`config.mk`:
```
export PLATFORM = sky130hd
export DESIGN_NAME = fan_ctrl
export DESIGN_NICKNAME = d
export VERILOG_FILES = /design/src/include/fan_pkg.sv /design/src/verilog/fan_pwm_core.sv /design/src/verilog/fan_spinup.sv /design/src/verilog/fan_ctrl.sv
export SDC_FILE = /design/constraint.sdc
export NUM_CORES = 1
export LEC_CHECK = 0
export BUFFER_PORTS_ARGS = -buffer_cell sky130_fd_sc_hd__buf_2
export CAP_MARGIN = 40
export CORE_ASPECT_RATIO = 2
export CORE_MARGIN = 2
export CORE_UTILIZATION = 45
export CTS_CLUSTER_DIAMETER = 150
export CTS_CLUSTER_SIZE = 28
export DETAILED_ROUTE_END_ITERATION = 10
export SYNTH_ARGS = -nofsm -noshare
export SYNTH_HDL_FRONTEND = slang
export SYNTH_SLANG_ARGS = --single-unit
```
`constraint.sdc`:
```
create_clock -name mclk -period 12.2 [get_ports mclk]
set_input_delay 0 -clock mclk [delete_from_list [all_inputs] [get_ports mclk]]
set_output_delay 0 -clock mclk [all_outputs]
set_load 0.02 [all_outputs]
```
`src/include/fan_pkg.sv`:
```
package fan_pkg;
  // register addresses
  localparam logic [7:0] ADDR_DRIVE_CFG   = 8'h4A;
  localparam logic [7:0] ADDR_STARTUP_CFG = 8'h4B;
  localparam logic [7:0] ADDR_DUTY        = 8'h4C;
  localparam logic [7:0] ADDR_FREQ        = 8'h4D;
  localparam logic [7:0] ADDR_LUT_BASE    = 8'h50;
  localparam logic [7:0] ADDR_LUT_LAST    = 8'h5F;
  // reset values
  localparam logic [7:0] RST_DRIVE_CFG    = 8'h20;
  localparam logic [7:0] RST_STARTUP_CFG  = 8'h3F;
  localparam logic [7:0] RST_FREQ         = 8'h17;
  localparam logic [7:0] RST_DUTY         = 8'h00;
  localparam logic [7:0] RST_LUT_TEMP     = 8'h7F;
  localparam logic [7:0] RST_LUT_DUTY     = 8'h3F;
  // drive config fields
  localparam int TACH_LSB = 0;
  localparam int RSVD_BIT = 2;
  localparam int CLKSEL_BIT = 3;
  localparam int POL_BIT = 4;
  localparam int MANUAL_BIT = 5;
  // startup config fields
  localparam int SUTIME_LSB = 0;
  localparam int SUDUTY_LSB = 3;
  localparam int FAST_BIT = 5;
  // masks for writable bits; top two bits read zero, except bit 6 of the temperature entries
  localparam logic [7:0] DRIVE_CFG_MASK   = 8'h3B;
  localparam logic [7:0] STARTUP_CFG_MASK = 8'h3F;
  localparam logic [7:0] FREQ_MASK        = 8'h1F;
  localparam logic [7:0] DUTY_MASK        = 8'h3F;
  localparam logic [7:0] TEMP_MASK        = 8'h7F;
  // timing
  localparam int MCLK_HZ = 20000000;
  localparam int PCLK_FAST_HZ = 360000;
  localparam int PCLK_SLOW_HZ = 1400;
  localparam int PCLK_FAST_DIV = MCLK_HZ / PCLK_FAST_HZ;
  localparam int PCLK_SLOW_DIV = MCLK_HZ / PCLK_SLOW_HZ;
  localparam int SPINUP_BASE_MS = 50;
  localparam int SPINUP_BASE_CYC = MCLK_HZ / 1000 * SPINUP_BASE_MS;
  localparam logic [5:0] DUTY_FULL = 6'h3F;
  localparam logic [5:0] DUTY_HALF = 6'h20;
  localparam logic [5:0] DUTY_3Q   = 6'h30;
  localparam logic [15:0] TACH_ALL_ONES = 16'hFFFF;
  typedef enum logic [1:0] {TACH_PLAIN, TACH_PLAIN_FFFF, TACH_SYNC_ACC, TACH_SYNC_LIGHT} tach_mode_e;
endpackage : fan_pkg

```
`src/verilog/fan_pwm_core.sv`:
```
`timescale 1ns/10ps
module fan_pwm_core (
  input  wire logic       mclk,
  input  wire logic       reset_n,
  input  wire logic       clk_en,
  input  wire logic       slow_clk,
  input  wire logic [4:0] freq_n,
  input  wire logic [5:0] duty,
  output logic            fan_on
);
  logic [15:0] pre_q;
  logic        ptick;
  logic [5:0]  step_q;
  logic [19:0] pos_q;
  logic        wrap;
  logic [5:0]  n_eff;
  logic [6:0]  n_twice;
  logic [15:0] pdiv;
  logic [19:0] span;
  logic [25:0] on_lim;

  assign n_eff   = (freq_n == 5'h00) ? 6'h01 : {1'b0, freq_n};
  assign n_twice = {n_eff, 1'b0};
  assign pdiv    = slow_clk ? 16'(fan_pkg::PCLK_SLOW_DIV) : 16'(fan_pkg::PCLK_FAST_DIV);
  assign ptick   = (pre_q >= pdiv - 16'h0001);
  assign wrap    = ptick && ({1'b0, step_q} + 7'h01 >= n_twice);
  // 62 ticks of the slow divider stay below 2^20 cycles, so span never overflows
  assign span    = {13'h0000, n_twice} * {4'h0, pdiv};
  assign on_lim  = {20'h00000, duty} * {6'h00, span};

  always_ff @(posedge mclk or negedge reset_n) begin
    if (!reset_n) begin
      pre_q <= 16'h0000;
    end else if (clk_en) begin
      pre_q <= ptick ? 16'h0000 : pre_q + 16'h0001;
    end
  end

  // period of 2n prescaler ticks, duty resolved to 1/64 of it in mclk cycles
  always_ff @(posedge mclk or negedge reset_n) begin
    if (!reset_n) begin
      step_q <= 6'h00;
      pos_q  <= 20'h00000;
    end else if (clk_en) begin
      if (wrap) begin
        step_q <= 6'h00;
        pos_q  <= 20'h00000;
      end else begin
        pos_q <= pos_q + 20'h00001;
        if (ptick) step_q <= step_q + 6'h01;
      end
    end
  end

  always_ff @(posedge mclk or negedge reset_n) begin
    if (!reset_n) begin
      fan_on <= 1'b0;
    end else if (clk_en) begin
      fan_on <= (duty == fan_pkg::DUTY_FULL) || ({pos_q, 6'h00} < on_lim);
    end
  end
endmodule : fan_pwm_core

```
`src/verilog/fan_spinup.sv`:
```
`timescale 1ns/10ps
module fan_spinup (
  input  wire logic       mclk,
  input  wire logic       reset_n,
  input  wire logic       clk_en,
  input  wire logic [5:0] cmd_duty,
  input  wire logic [7:0] cfg,
  input  wire logic       tach_ok,
  output logic            active,
  output logic [5:0]      spin_duty
);
  typedef enum logic [0:0] {IDLE, SPIN} spin_state_e;
  spin_state_e state_q;
  logic [31:0] cnt_q;
  logic [31:0] limit;
  logic [2:0]  t;
  logic [1:0]  d;
  logic        fast;
  logic        was_zero_q;
  logic        bypass;

  assign t    = cfg[fan_pkg::SUTIME_LSB +: 3];
  assign d    = cfg[fan_pkg::SUDUTY_LSB +: 2];
  assign fast = cfg[fan_pkg::FAST_BIT];
  assign limit = 32'(fan_pkg::SPINUP_BASE_CYC) << (t - 3'h1);
  assign bypass = (t == 3'h0) || (d == 2'h0 && !fast);

  always_ff @(posedge mclk or negedge reset_n) begin
    if (!reset_n) begin
      spin_duty <= fan_pkg::DUTY_FULL;
    end else if (clk_en) begin
      if (fast) spin_duty <= fan_pkg::DUTY_FULL;
      else begin
        case (d)
          2'h1:    spin_duty <= fan_pkg::DUTY_HALF;
          2'h2:    spin_duty <= fan_pkg::DUTY_3Q;
          default: spin_duty <= fan_pkg::DUTY_FULL;
        endcase
      end
    end
  end

  always_ff @(posedge mclk or negedge reset_n) begin
    if (!reset_n) begin
      state_q    <= IDLE;
      cnt_q      <= 32'h0;
      was_zero_q <= 1'b1;
      active     <= 1'b0;
    end else if (clk_en) begin
      was_zero_q <= (cmd_duty == 6'h00);
      case (state_q)
        IDLE: begin
          cnt_q <= 32'h0;
          if (was_zero_q && cmd_duty != 6'h00 && !bypass) begin
            state_q <= SPIN;
            active  <= 1'b1;
          end
        end
        SPIN: begin
          cnt_q <= cnt_q + 32'h1;
          if (cnt_q + 32'h1 >= limit || (fast && tach_ok) || cmd_duty == 6'h00) begin
            state_q <= IDLE;
            active  <= 1'b0;
          end
        end
        default: begin
          state_q <= IDLE;
          active  <= 1'b0;
        end
      endcase
    end
  end
endmodule : fan_spinup

```
`src/verilog/fan_ctrl.sv`:
```
`timescale 1ns/10ps
// Behaviour
// auto mode: duty from lookup table, read-only
// manual mode: duty and table writable
// polarity 0: pin low when fan off
// polarity 1: pin low when fan on
// clock select: 360 kHz or 1.4 kHz
// software writes zero to reserved bit 2
// tach mode 00: conventional monitoring
// tach mode 01: all ones below minimum
// tach mode 10: synced, accurate, all ones
// tach mode 11: synced, least intrusive
// fast clock forces tach mode 00
// top two config bits read zero
// normal spin-up uses duty and time fields
// fast spin-up: full until time or speed
// fast spin-up ignores duty field
// software sets tach pin as input
// time code 000 skips spin-up
// duty code 00 skips unless fast
// duty codes: 50, ~75, 100 percent
// time codes double from 50 ms
// output frequency is clock over 2n
// duty reads zero during spin-up
// spin-up starts on zero to nonzero duty
// spin-up timed from device clock
module fan_ctrl (
  input  wire logic       mclk,
  input  wire logic       reset_n,
  input  wire logic       clk_en,
  input  wire logic       reg_wr,
  input  wire logic       reg_rd,
  input  wire logic [7:0] reg_addr,
  input  wire logic [7:0] reg_wdata,
  output logic      [7:0] reg_rdata,
  input  wire logic [6:0] remote_temp,
  input  wire logic       tach_below_min,
  input  wire logic       tach_speed_ok,
  output logic      [1:0] tach_mode_eff,
  output logic            tach_force_ones,
  output logic            pwm_in,
  output logic            pwm_out,
  output logic            pwm_oe
);
  logic [7:0] drive_cfg_q;
  logic [7:0] startup_cfg_q;
  logic [7:0] freq_q;
  logic [5:0] man_duty_q;
  logic [7:0] lut_q [0:15];
  logic [5:0] auto_duty;
  logic [5:0] cmd_duty;
  logic [5:0] run_duty;
  logic [5:0] spin_duty;
  logic       spin_active;
  logic       fan_on;
  logic       manual;
  logic       below_s1_q;
  logic       below_s2_q;
  logic       ok_s1_q;
  logic       ok_s2_q;
  logic       pin_s1_q;

  function automatic logic [7:0] wmask(input logic [7:0] addr);
    if (addr[0]) wmask = fan_pkg::DUTY_MASK;
    else         wmask = fan_pkg::TEMP_MASK;
  endfunction : wmask

  function automatic logic in_lut(input logic [7:0] addr);
    in_lut = (addr[7:4] == fan_pkg::ADDR_LUT_BASE[7:4]);
  endfunction : in_lut

  assign manual = drive_cfg_q[fan_pkg::MANUAL_BIT];

  always_ff @(posedge mclk or negedge reset_n) begin
    if (!reset_n) begin
      below_s1_q <= 1'b0;
      below_s2_q <= 1'b0;
      ok_s1_q    <= 1'b0;
      ok_s2_q    <= 1'b0;
    end else if (clk_en) begin
      below_s1_q <= tach_below_min;
      below_s2_q <= below_s1_q;
      ok_s1_q    <= tach_speed_ok;
      ok_s2_q    <= ok_s1_q;
    end
  end

  // reserved bit 2 is not stored, so a stray 1 has no effect
  always_ff @(posedge mclk or negedge reset_n) begin
    if (!reset_n) begin
      drive_cfg_q   <= fan_pkg::RST_DRIVE_CFG;
      startup_cfg_q <= fan_pkg::RST_STARTUP_CFG;
      freq_q        <= fan_pkg::RST_FREQ;
    end else if (clk_en && reg_wr) begin
      case (reg_addr)
        fan_pkg::ADDR_DRIVE_CFG:   drive_cfg_q <= reg_wdata & fan_pkg::DRIVE_CFG_MASK;
        fan_pkg::ADDR_STARTUP_CFG: startup_cfg_q <= reg_wdata & fan_pkg::STARTUP_CFG_MASK;
        fan_pkg::ADDR_FREQ:        freq_q <= reg_wdata & fan_pkg::FREQ_MASK;
        default: ;
      endcase
    end
  end

  always_ff @(posedge mclk or negedge reset_n) begin
    if (!reset_n) begin
      man_duty_q <= fan_pkg::RST_DUTY[5:0];
    end else if (clk_en && reg_wr && manual && reg_addr == fan_pkg::ADDR_DUTY) begin
      man_duty_q <= reg_wdata[5:0];
    end
  end

  always_ff @(posedge mclk or negedge reset_n) begin
    if (!reset_n) begin
      for (int i = 0; i < 16; i++) begin
        lut_q[i] <= i[0] ? fan_pkg::RST_LUT_DUTY : fan_pkg::RST_LUT_TEMP;
      end
    end else if (clk_en && reg_wr && manual && in_lut(reg_addr)) begin
      lut_q[reg_addr[3:0]] <= reg_wdata & wmask(reg_addr);
    end
  end

  // highest-index pair whose threshold the temperature exceeds wins
  always_comb begin
    auto_duty = 6'h00;
    for (int p = 0; p < 8; p++) begin
      if (remote_temp > lut_q[2 * p][6:0]) begin
        auto_duty = lut_q[2 * p + 1][5:0];
      end
    end
  end

  assign cmd_duty = manual ? man_duty_q : auto_duty;
  assign run_duty = spin_active ? spin_duty : cmd_duty;

  fan_spinup u_spinup (
    .mclk      (mclk),
    .reset_n   (reset_n),
    .clk_en    (clk_en),
    .cmd_duty  (cmd_duty),
    .cfg       (startup_cfg_q),
    .tach_ok   (ok_s2_q),
    .active    (spin_active),
    .spin_duty (spin_duty)
  );

  fan_pwm_core u_core (
    .mclk     (mclk),
    .reset_n  (reset_n),
    .clk_en   (clk_en),
    .slow_clk (drive_cfg_q[fan_pkg::CLKSEL_BIT]),
    .freq_n   (freq_q[4:0]),
    .duty     (run_duty),
    .fan_on   (fan_on)
  );

  // open drain: only ever drives low
  always_ff @(posedge mclk or negedge reset_n) begin
    if (!reset_n) begin
      pin_s1_q <= 1'b0;
      pwm_oe   <= 1'b1;
      pwm_out  <= 1'b0;
      pwm_in   <= 1'b0;
    end else if (clk_en) begin
      pwm_out <= 1'b0;
      if (drive_cfg_q[fan_pkg::POL_BIT]) pwm_oe <= fan_on;
      else                               pwm_oe <= !fan_on;
      pin_s1_q <= fan_on;
      pwm_in   <= pin_s1_q;
    end
  end

  always_ff @(posedge mclk or negedge reset_n) begin
    if (!reset_n) begin
      tach_mode_eff   <= 2'h0;
      tach_force_ones <= 1'b0;
    end else if (clk_en) begin
      if (!drive_cfg_q[fan_pkg::CLKSEL_BIT]) begin
        tach_mode_eff   <= 2'h0;
        tach_force_ones <= 1'b0;
      end else begin
        tach_mode_eff   <= drive_cfg_q[fan_pkg::TACH_LSB +: 2];
        tach_force_ones <= below_s2_q && (drive_cfg_q[fan_pkg::TACH_LSB +: 2] != 2'h0);
      end
    end
  end

  always_ff @(posedge mclk or negedge reset_n) begin
    if (!reset_n) begin
      reg_rdata <= 8'h00;
    end else if (clk_en && reg_rd) begin
      case (reg_addr)
        fan_pkg::ADDR_DRIVE_CFG:   reg_rdata <= drive_cfg_q;
        fan_pkg::ADDR_STARTUP_CFG: reg_rdata <= startup_cfg_q;
        fan_pkg::ADDR_FREQ:        reg_rdata <= freq_q;
        fan_pkg::ADDR_DUTY:        reg_rdata <= spin_active ? 8'h00 : {2'b00, cmd_duty};
        default: begin
          if (in_lut(reg_addr))                             reg_rdata <= lut_q[reg_addr[3:0]];
          else                                              reg_rdata <= 8'h00;
        end
      endcase
    end
  end
endmodule : fan_ctrl

```
==> results of run 1 <==
[final timing paths]
kind                                             from                             to  slack [ns]  depth (start not counted)
max                        drive_cfg_q[3]$_DFFE_PN0P_      u_core.fan_on$_DFFE_PN0P_        2.27                         37
max in group asynchronous                     reset_n         lut_q[126]$_DFFE_PN1P_       10.12                          5
max reg2reg                drive_cfg_q[3]$_DFFE_PN0P_      u_core.fan_on$_DFFE_PN0P_        2.27                         37
min                                           reset_n  u_spinup.cnt_q[3]$_DFFE_PN0P_         0.1                          2
min in group mclk                              reg_wr      man_duty_q[2]$_DFFE_PN0P_        0.13                          6
min reg2reg                  reg_rdata[2]$_DFFE_PN0P_       reg_rdata[2]$_DFFE_PN0P_        0.48                          2
[metrics by stage]
step / hold WS, ns / util (%)
floorplan: -0.296 / -
CTS: 0.110 / 48.4
detailed placement: 0.117 / 47.3
global route: 0.154 / 48.4
global placement: 0.104 / 47.1
finish: 0.0997 / 48.4
[layout by cell type, fill, tap and decap left out, types with 9 or more instances in the layout]
cell type,count
sky130_fd_sc_hd__inv_1,238
sky130_fd_sc_hd__ha_1,193
sky130_fd_sc_hd__nand2_1,190
sky130_fd_sc_hd__nor2_1,169
sky130_fd_sc_hd__dfstp_2,119
sky130_fd_sc_hd__o21ai_0,118
sky130_fd_sc_hd__dfrtp_1,112
sky130_fd_sc_hd__fa_1,94
sky130_fd_sc_hd__mux2_2,82
sky130_fd_sc_hd__a21oi_1,76
sky130_fd_sc_hd__nand3_1,57
sky130_fd_sc_hd__xor2_1,47
sky130_fd_sc_hd__nand2b_1,46
sky130_fd_sc_hd__xnor2_1,46
sky130_fd_sc_hd__buf_2,40
sky130_fd_sc_hd__mux4_2,35
sky130_fd_sc_hd__a21o_1,31
sky130_fd_sc_hd__nand4_1,29
sky130_fd_sc_hd__nor3_1,23
sky130_fd_sc_hd__buf_4,22
sky130_fd_sc_hd__o31ai_1,20
sky130_fd_sc_hd__or2_2,17
sky130_fd_sc_hd__mux2i_1,16
sky130_fd_sc_hd__a211oi_1,15
sky130_fd_sc_hd__nor2b_1,15
sky130_fd_sc_hd__and3_1,13
sky130_fd_sc_hd__a31oi_1,12
sky130_fd_sc_hd__a22o_1,12
sky130_fd_sc_hd__clkbuf_16,12
sky130_fd_sc_hd__or3_1,11
sky130_fd_sc_hd__dlygate4sd3_1,11
sky130_fd_sc_hd__o211ai_1,10
sky130_fd_sc_hd__nand3b_1,9
sky130_fd_sc_hd__o21a_1,9
sky130_fd_sc_hd__and2_1,9
[repair_timing]
item	4_1_cts	5_1_grt
resized for setup	0	0
hold endpoints to repair	150	0
hold buffers	11	0
[cell type report]
| type | count | area, um^2 |
|---|---|---|
| Sequential cell | 231 | 5930 |
| Clock buffer | 18 | 323 |
| Clock inverter | 2 | 46.3 |
| Timing Repair Buffer | 75 | 518 |
| Tap cell | 550 | 688 |
| Multi-Input combinational cell | 1530 | 12600 |
| Fill cell | 4049 | 22400 |
| Inverter | 240 | 901 |
[flip-flops by register name, summed over array words and instances, names as in the netlist, 6 cells and up]
| register | count |
|---|---|
| lut_q | 112 |
| man_duty_q | 6 |
| reg_rdata | 7 |
| startup_cfg_q | 6 |
| u_core.pos_q | 20 |
| u_core.pre_q | 16 |
| u_core.step_q | 6 |
| u_spinup.cnt_q | 32 |
[cells in the mapped netlist (12+ instances only)]
cell type	instances
sky130_fd_sc_hd__inv_1	238
sky130_fd_sc_hd__ha_1	193
sky130_fd_sc_hd__nand2_1	190
sky130_fd_sc_hd__nor2_1	169
sky130_fd_sc_hd__dfstp_2	119
sky130_fd_sc_hd__o21ai_0	118
sky130_fd_sc_hd__dfrtp_1	112
sky130_fd_sc_hd__fa_1	94
sky130_fd_sc_hd__mux2_2	82
sky130_fd_sc_hd__a21oi_1	76
sky130_fd_sc_hd__nand3_1	57
sky130_fd_sc_hd__clkbuf_1	52
sky130_fd_sc_hd__xor2_1	47
sky130_fd_sc_hd__nand2b_1	46
sky130_fd_sc_hd__xnor2_1	46
sky130_fd_sc_hd__mux4_2	35
sky130_fd_sc_hd__a21o_1	31
sky130_fd_sc_hd__nand4_1	29
sky130_fd_sc_hd__nor3_1	24
sky130_fd_sc_hd__o31ai_1	20
sky130_fd_sc_hd__or2_2	17
sky130_fd_sc_hd__mux2i_1	16
sky130_fd_sc_hd__a211oi_1	15
sky130_fd_sc_hd__buf_2	15
sky130_fd_sc_hd__nor2b_1	15
sky130_fd_sc_hd__and3_1	13
sky130_fd_sc_hd__a22o_1	12
sky130_fd_sc_hd__a31oi_1	12
[kinds of logic after synthesis]
kind of cell	count (synthesis)	synth area share [%]
XOR/XNOR	93	4.12
other	1	0.0190
adder cells (fa/ha/maj)	287	21.7
AO/OA/AOI/OAI	397	13.4
flip-flops	231	30.0
buffers and inverters	318	6.23
multiplexers	133	9.47
AND/OR/NAND/NOR	618	15.0
[metal layers]
metal  up-vias  wire length (um)  global-route usage (%)
met4         0              3820                    14.9
met3       137              1370                    1.63
met5         -                 0                       0
met1      7518             19700                    25.1
met2       325             28600                    45.7
li1       7173                 -                       -
==> Flow_metrics.wiki, run 1 <==
{| class="wikitable"
! Metric !! Value
|-
| Result of the run || completed
|-
| Cell occurring most often along the worst timing path || sky130_fd_sc_hd__inv_1
|-
| Slew Limit Headroom || 42.9%
|-
| Average size of a mapped cell || 9.51 um^2
|-
| Net count of the finished layout || 2407
|-
| Routed wirelength normalized by instance count || 20.2 um
|-
| Total of max-cap violations || 0
|-
| Total inserted antenna cells || 0
|-
| Final number of hold-violating endpoints || 0
|-
| Area after DPL || 20500 um^2
|-
| Number of buffers on the longest clock path || 3
|-
| CTS root buf || sky130_fd_sc_hd__clkbuf_16
|-
| Worst setup slack after placement || 2.18 ns
|-
| Setup-violating endpoint count in the final report || 0
|-
| # DRC || 0
|-
| Number of primary I/O pins || 44
|-
| Clock-pin slew of the registers on the worst-case setup and hold paths || 0.12 ns
|-
| Total via count in the routed design || 15153
|-
| Setup bufs post-CTS || 0
|-
| TritonCTS buffer count || 12
|-
| Cell Count Post-Placement || 2615
|-
| Final Cell Area || 21000 um^2
|-
| Measured slew at the worst slew-check pin || 0.845 ns
|-
| Worst-Skew Late Latency || 0.53 ns
|-
| H-tree depth || 1
|-
| Startpoint Class || flip-flop
|-
| Cell row count || 108
|-
| Number of global-route vias before repair || 16254
|-
| Layout overhead on the synthesized area || 6.34%
|-
| Area fraction of the dominant cell type after synthesis || 15.8%
|-
| Pins Over Slew Limit || 0
|-
| Warnings, synthesis || 0
|-
| Total Die Area || 45700 um^2
|-
| Final routed wirelength across all metal layers || 53500 um
|-
| Hold WC Path Type || in -> async
|-
| Post-synthesis instance area || 19800 um^2
|-
| Number of flops mapped to enable cells by yosys || 0
|-
| Final weighted congestion in routability-driven placement || 0.904
|-
| CP endpoint kind || flip-flop
|-
| Final period utilization || 81.4%
|-
| Post-layout worst setup margin || 2.27 ns
|-
| Flip-flop and latch count after synthesis || 231
|-
| Post-detailed-placement half-perimeter wirelength || 41400 um
|-
| Instance count of the mapped netlist || 2078
|-
| First-pass DRT Iterations || 5
|-
| Starting utilization of the core area || 45.6%
|-
| Kind of cell with the highest combined delay on the critical path || adder cells
|-
| Total negative setup slack || 0 ns
|-
| First-pass GRT wire length || 86500 um
|-
| Port-buffer cells || 40
|-
| Class of the most critical setup path || reg -> reg
|-
| Chip height || 300 um
|-
| Unrepaired setup endpoints after global routing || false
|-
| Number of antenna violations at the first check in global routing || 0
|-
| Combined buffer and inverter count along the critical path || 8
|-
| Max Freq || 0.101 GHz
|-
| Prevailing post-synth register cell || sky130_fd_sc_hd__dfstp_2
|-
| CORE AREA || 43400 um^2
|-
| Overall fraction of global-route tracks in use || 23.8%
|-
| Fraction of final layout cells with drive strength greater than 1 || 17.3%
|-
| Dominant cell type by area after synthesis || sky130_fd_sc_hd__dfstp_2
|-
| TritonCTS Sinks || 231
|-
| Drt via density || 5.73
|-
| Unique cell type count in the Yosys netlist || 91
|-
| Worst path arrival time || 10.35 ns
|-
| Sequential area share after synthesis || 30.0%
|-
| Main area contributors after synthesis || sky130_fd_sc_hd__dfstp_2, sky130_fd_sc_hd__dfrtp_1, sky130_fd_sc_hd__ha_1, sky130_fd_sc_hd__fa_1, sky130_fd_sc_hd__mux2_2
|-
| Finished Layout Cells || 2646
|-
| Total overflow reported by the global router || 0
|-
| Longest individual stage delay on the worst path || 0.54 ns
|-
| Async S/R FF share, synth || 100%
|-
| CTS tree || built
|-
| Die X || 152 um
|-
| Largest fanout on the critical path || 15
|-
| Master of the slowest instance on the critical path || sky130_fd_sc_hd__fa_1
|-
| Minimum period implied by the final worst setup slack || 9.93 ns
|-
| Largest net degree at the start of global routing || 105
|-
| Number of design-rule violations left by the first detailed-router iteration || 725
|-
| Critical Path RT || 12.62 ns
|-
| ANT nets after route || 0
|-
| Fin Clk Skew || 0.0369 ns
|}
Power of run 1 is not shown: default switching activity piles up to over one toggle a cycle in this logic, so the estimate is an artifact.
==> run 2, diff against run 1 <==
Clock period 12.2 ns to 10.2 ns, I/O delays scaled along.
==> run 2 against run 1 <==
  * Maximum frequency rose by 5.9%
  * First-iteration DRC count did not move
  * Die area did not move
  * Design area did not move
  * Hold slack got worse by 0.0056 ns
  * Critical endpoint unchanged
  * Critical path type unchanged
==> Flow_metrics.wiki, run 2 (same netlist as run 1, synthesis figures left out) <==
{| class="wikitable"
! Metric !! Value
|-
| First-pass GRT wire length || 86600 um (+0.16%)
|-
| CP endpoint kind || flip-flop
|-
| CORE AREA || 43400 um^2 (unchanged)
|-
| Drt via density || 5.76 (+0.60%)
|-
| Cell occurring most often along the worst timing path || sky130_fd_sc_hd__inv_1
|-
| Final weighted congestion in routability-driven placement || 0.920 (+1.8%)
|-
| Final number of hold-violating endpoints || 0 (unchanged)
|-
| Hold Worst Slack || 0.0941 ns (-0.00560 ns)
|-
| Total negative setup slack || 0 ns (unchanged)
|-
| Measured slew at the worst slew-check pin || 0.930 ns (+0.0848 ns)
|-
| ANT nets after route || 0 (unchanged)
|-
| Starting utilization of the core area || 45.6% (unchanged)
|-
| Setup-violating endpoint count in the final report || 0 (unchanged)
|-
| Cell row count || 108 (unchanged)
|-
| First-pass DRT Iterations || 7 (+2)
|-
| Longest individual stage delay on the worst path || 0.60 ns (+0.06 ns)
|-
| Kind of cell with the highest combined delay on the critical path || adder cells
|-
| Number of primary I/O pins || 44 (unchanged)
|-
| Total via count in the routed design || 15250 (+0.64%)
|-
| Total of max-cap violations || 0 (unchanged)
|-
| Final routed wirelength across all metal layers || 54200 um (+1.3%)
|-
| Routed wirelength normalized by instance count || 20.5 um (+1.3%)
|-
| Number of design-rule violations left by the first detailed-router iteration || 725 (unchanged)
|-
| Largest fanout on the critical path || 8 (-7)
|-
| Hold WC Path Type || in -> async
|-
| Top register by number of flip-flops || lut_q
|-
| Max Freq || 0.107 GHz (+5.9%)
|-
| H-tree depth || 1 (unchanged)
|-
| Slew Limit Headroom || 37.2% (-5.7 points)
|-
| Worst path arrival time || 9.78 ns (-0.57 ns)
|-
| Number of global-route vias before repair || 16187 (-0.41%)
|-
| Clock-pin slew of the registers on the worst-case setup and hold paths || 0.13 ns (about the same)
|-
| Worst-Skew Late Latency || 0.54 ns (about the same)
|-
| Post-CTS Resized || 0 (unchanged)
|-
| Net count of the finished layout || 2408 (+0.042%)
|-
| Critical Path RT || 10.61 ns (-2.01 ns)
|-
| Highest-count cells in the layout ignoring fill and taps || sky130_fd_sc_hd__inv_1, sky130_fd_sc_hd__ha_1, sky130_fd_sc_hd__nand2_1
|-
| Layout overhead on the synthesized area || 6.34% (unchanged)
|-
| Total inserted antenna cells || 0 (unchanged)
|-
| Startpoint Class || flip-flop
|-
| Number of hold-repair buffers added at the cts stage || 11 (unchanged)
|-
| Number of buffers on the longest clock path || 3 (unchanged)
|-
| Total overflow reported by the global router || 0 (unchanged)
|-
| Result of the run || completed
|-
| Port-buffer cells || 40 (unchanged)
|-
| Largest net degree at the start of global routing || 137 (+30%)
|-
| Reg2reg start || freq_q[2]$_DFFE_PN1P_
|-
| Fraction of final layout cells with drive strength greater than 1 || 17.4% (+0.039 points)
|-
| Class of the most critical setup path || reg -> reg
|-
| Setup bufs post-CTS || 0 (unchanged)
|-
| Pins Over Slew Limit || 0 (unchanged)
|-
| Number of antenna violations at the first check in global routing || 0 (unchanged)
|-
| Post-detailed-placement half-perimeter wirelength || 42400 um (+2.4%)
|-
| Combined buffer and inverter count along the critical path || 5 (-3)
|-
| Fin Clk Skew || 0.0397 ns (+0.00280 ns)
|-
| Flip-flop count of the largest register, all copies and words added || 112 (unchanged)
|-
| TritonCTS Sinks || 231 (unchanged)
|-
| Most frequent standard cell in the layout excluding fill and tap cells || sky130_fd_sc_hd__inv_1
|-
| Largest registers ranked by flip-flop count || lut_q: 112 flops, u_spinup.cnt_q: 32 flops, u_core.pos_q: 20 flops
|-
| TritonCTS buffer count || 12 (unchanged)
|-
| Overall fraction of global-route tracks in use || 23.9% (about the same)
|-
| CTS root buf || sky130_fd_sc_hd__clkbuf_16
|-
| Total Die Area || 45700 um^2 (unchanged)
|-
| Unrepaired setup endpoints after global routing || false
|-
| Final period utilization || 91.9% (+10 points)
|-
| CTS tree || built
|-
| Minimum period implied by the final worst setup slack || 9.37 ns (-0.557 ns)
|-
| Chip height || 300 um (unchanged)
|-
| # DRC || 0 (unchanged)
|-
| Crit path from || freq_q[2]$_DFFE_PN1P_
|-
| Die X || 152 um (unchanged)
|-
| Master of the slowest instance on the critical path || sky130_fd_sc_hd__dfstp_2
|}
## run 2: cell types whose count changed in the layout (fill, tap and decap cells not counted), sizes merged
cell and delta:
buf +1
## run 2: final cells by class
type / instances / area, um^2
fillers: 4058 / 22400
well taps: 550 / 688
flip-flops and latches: 231 / 5930
multi-input cells: 1530 / 12600
repair buffers: 76 / 518
inverters: 240 / 901
clock inverters: 2 / 46.3
clock buffers: 18 / 323
## run 2: worst register-to-register path: cells and delay by family (launching register included)
family                     cells  cell delay [ns]
buffers and inverters          5             0.43
and+or+nand+nor               11             2.17
xor gates and xnor gates       2             0.55
adders and majority gates      7             2.90
AOI/OAI and AO/OA             11             2.61
DFF                            1             0.60
## run 2: through the flow
step                setup slack [ns]  instances  area (um^2)  utilization (%)
finish                         0.827       2647        21000             48.4
floorplan                       1.61       2079        19800                -
global route                  0.0405       2647        21000             48.4
detailed placement             0.780       2616        20500             47.3
global placement               0.793       2611        20500             47.3
CTS                            0.743       2647        21000             48.4
## run 2: path summary, 6_finish.rpt
check,end,slack (ns),cells past startpoint
worst max-delay path,u_core.fan_on$_DFFE_PN0P_,0.83,36
worst min-delay path,u_spinup.cnt_q[4]$_DFFE_PN0P_,0.09,2
worst max register to register,u_core.fan_on$_DFFE_PN0P_,0.83,36
worst min register to register,reg_rdata[6]$_DFFE_PN0P_,0.49,2
max in group asynchronous,lut_q[102]$_DFFE_PN0P_,8.81,3
min in group mclk,man_duty_q[2]$_DFFE_PN0P_,0.12,6
## run 2: metal layers
metal  GRT usage (%)  wire length [um]  vias to the layer above
li1                -                 -                     7181
met1            24.1             19000                     7547
met2            46.8             29600                      357
met3            1.82              1570                      165
met4            14.5              4030                        0
met5               0                 0                        -
Power of run 2 is left out for the same reason.
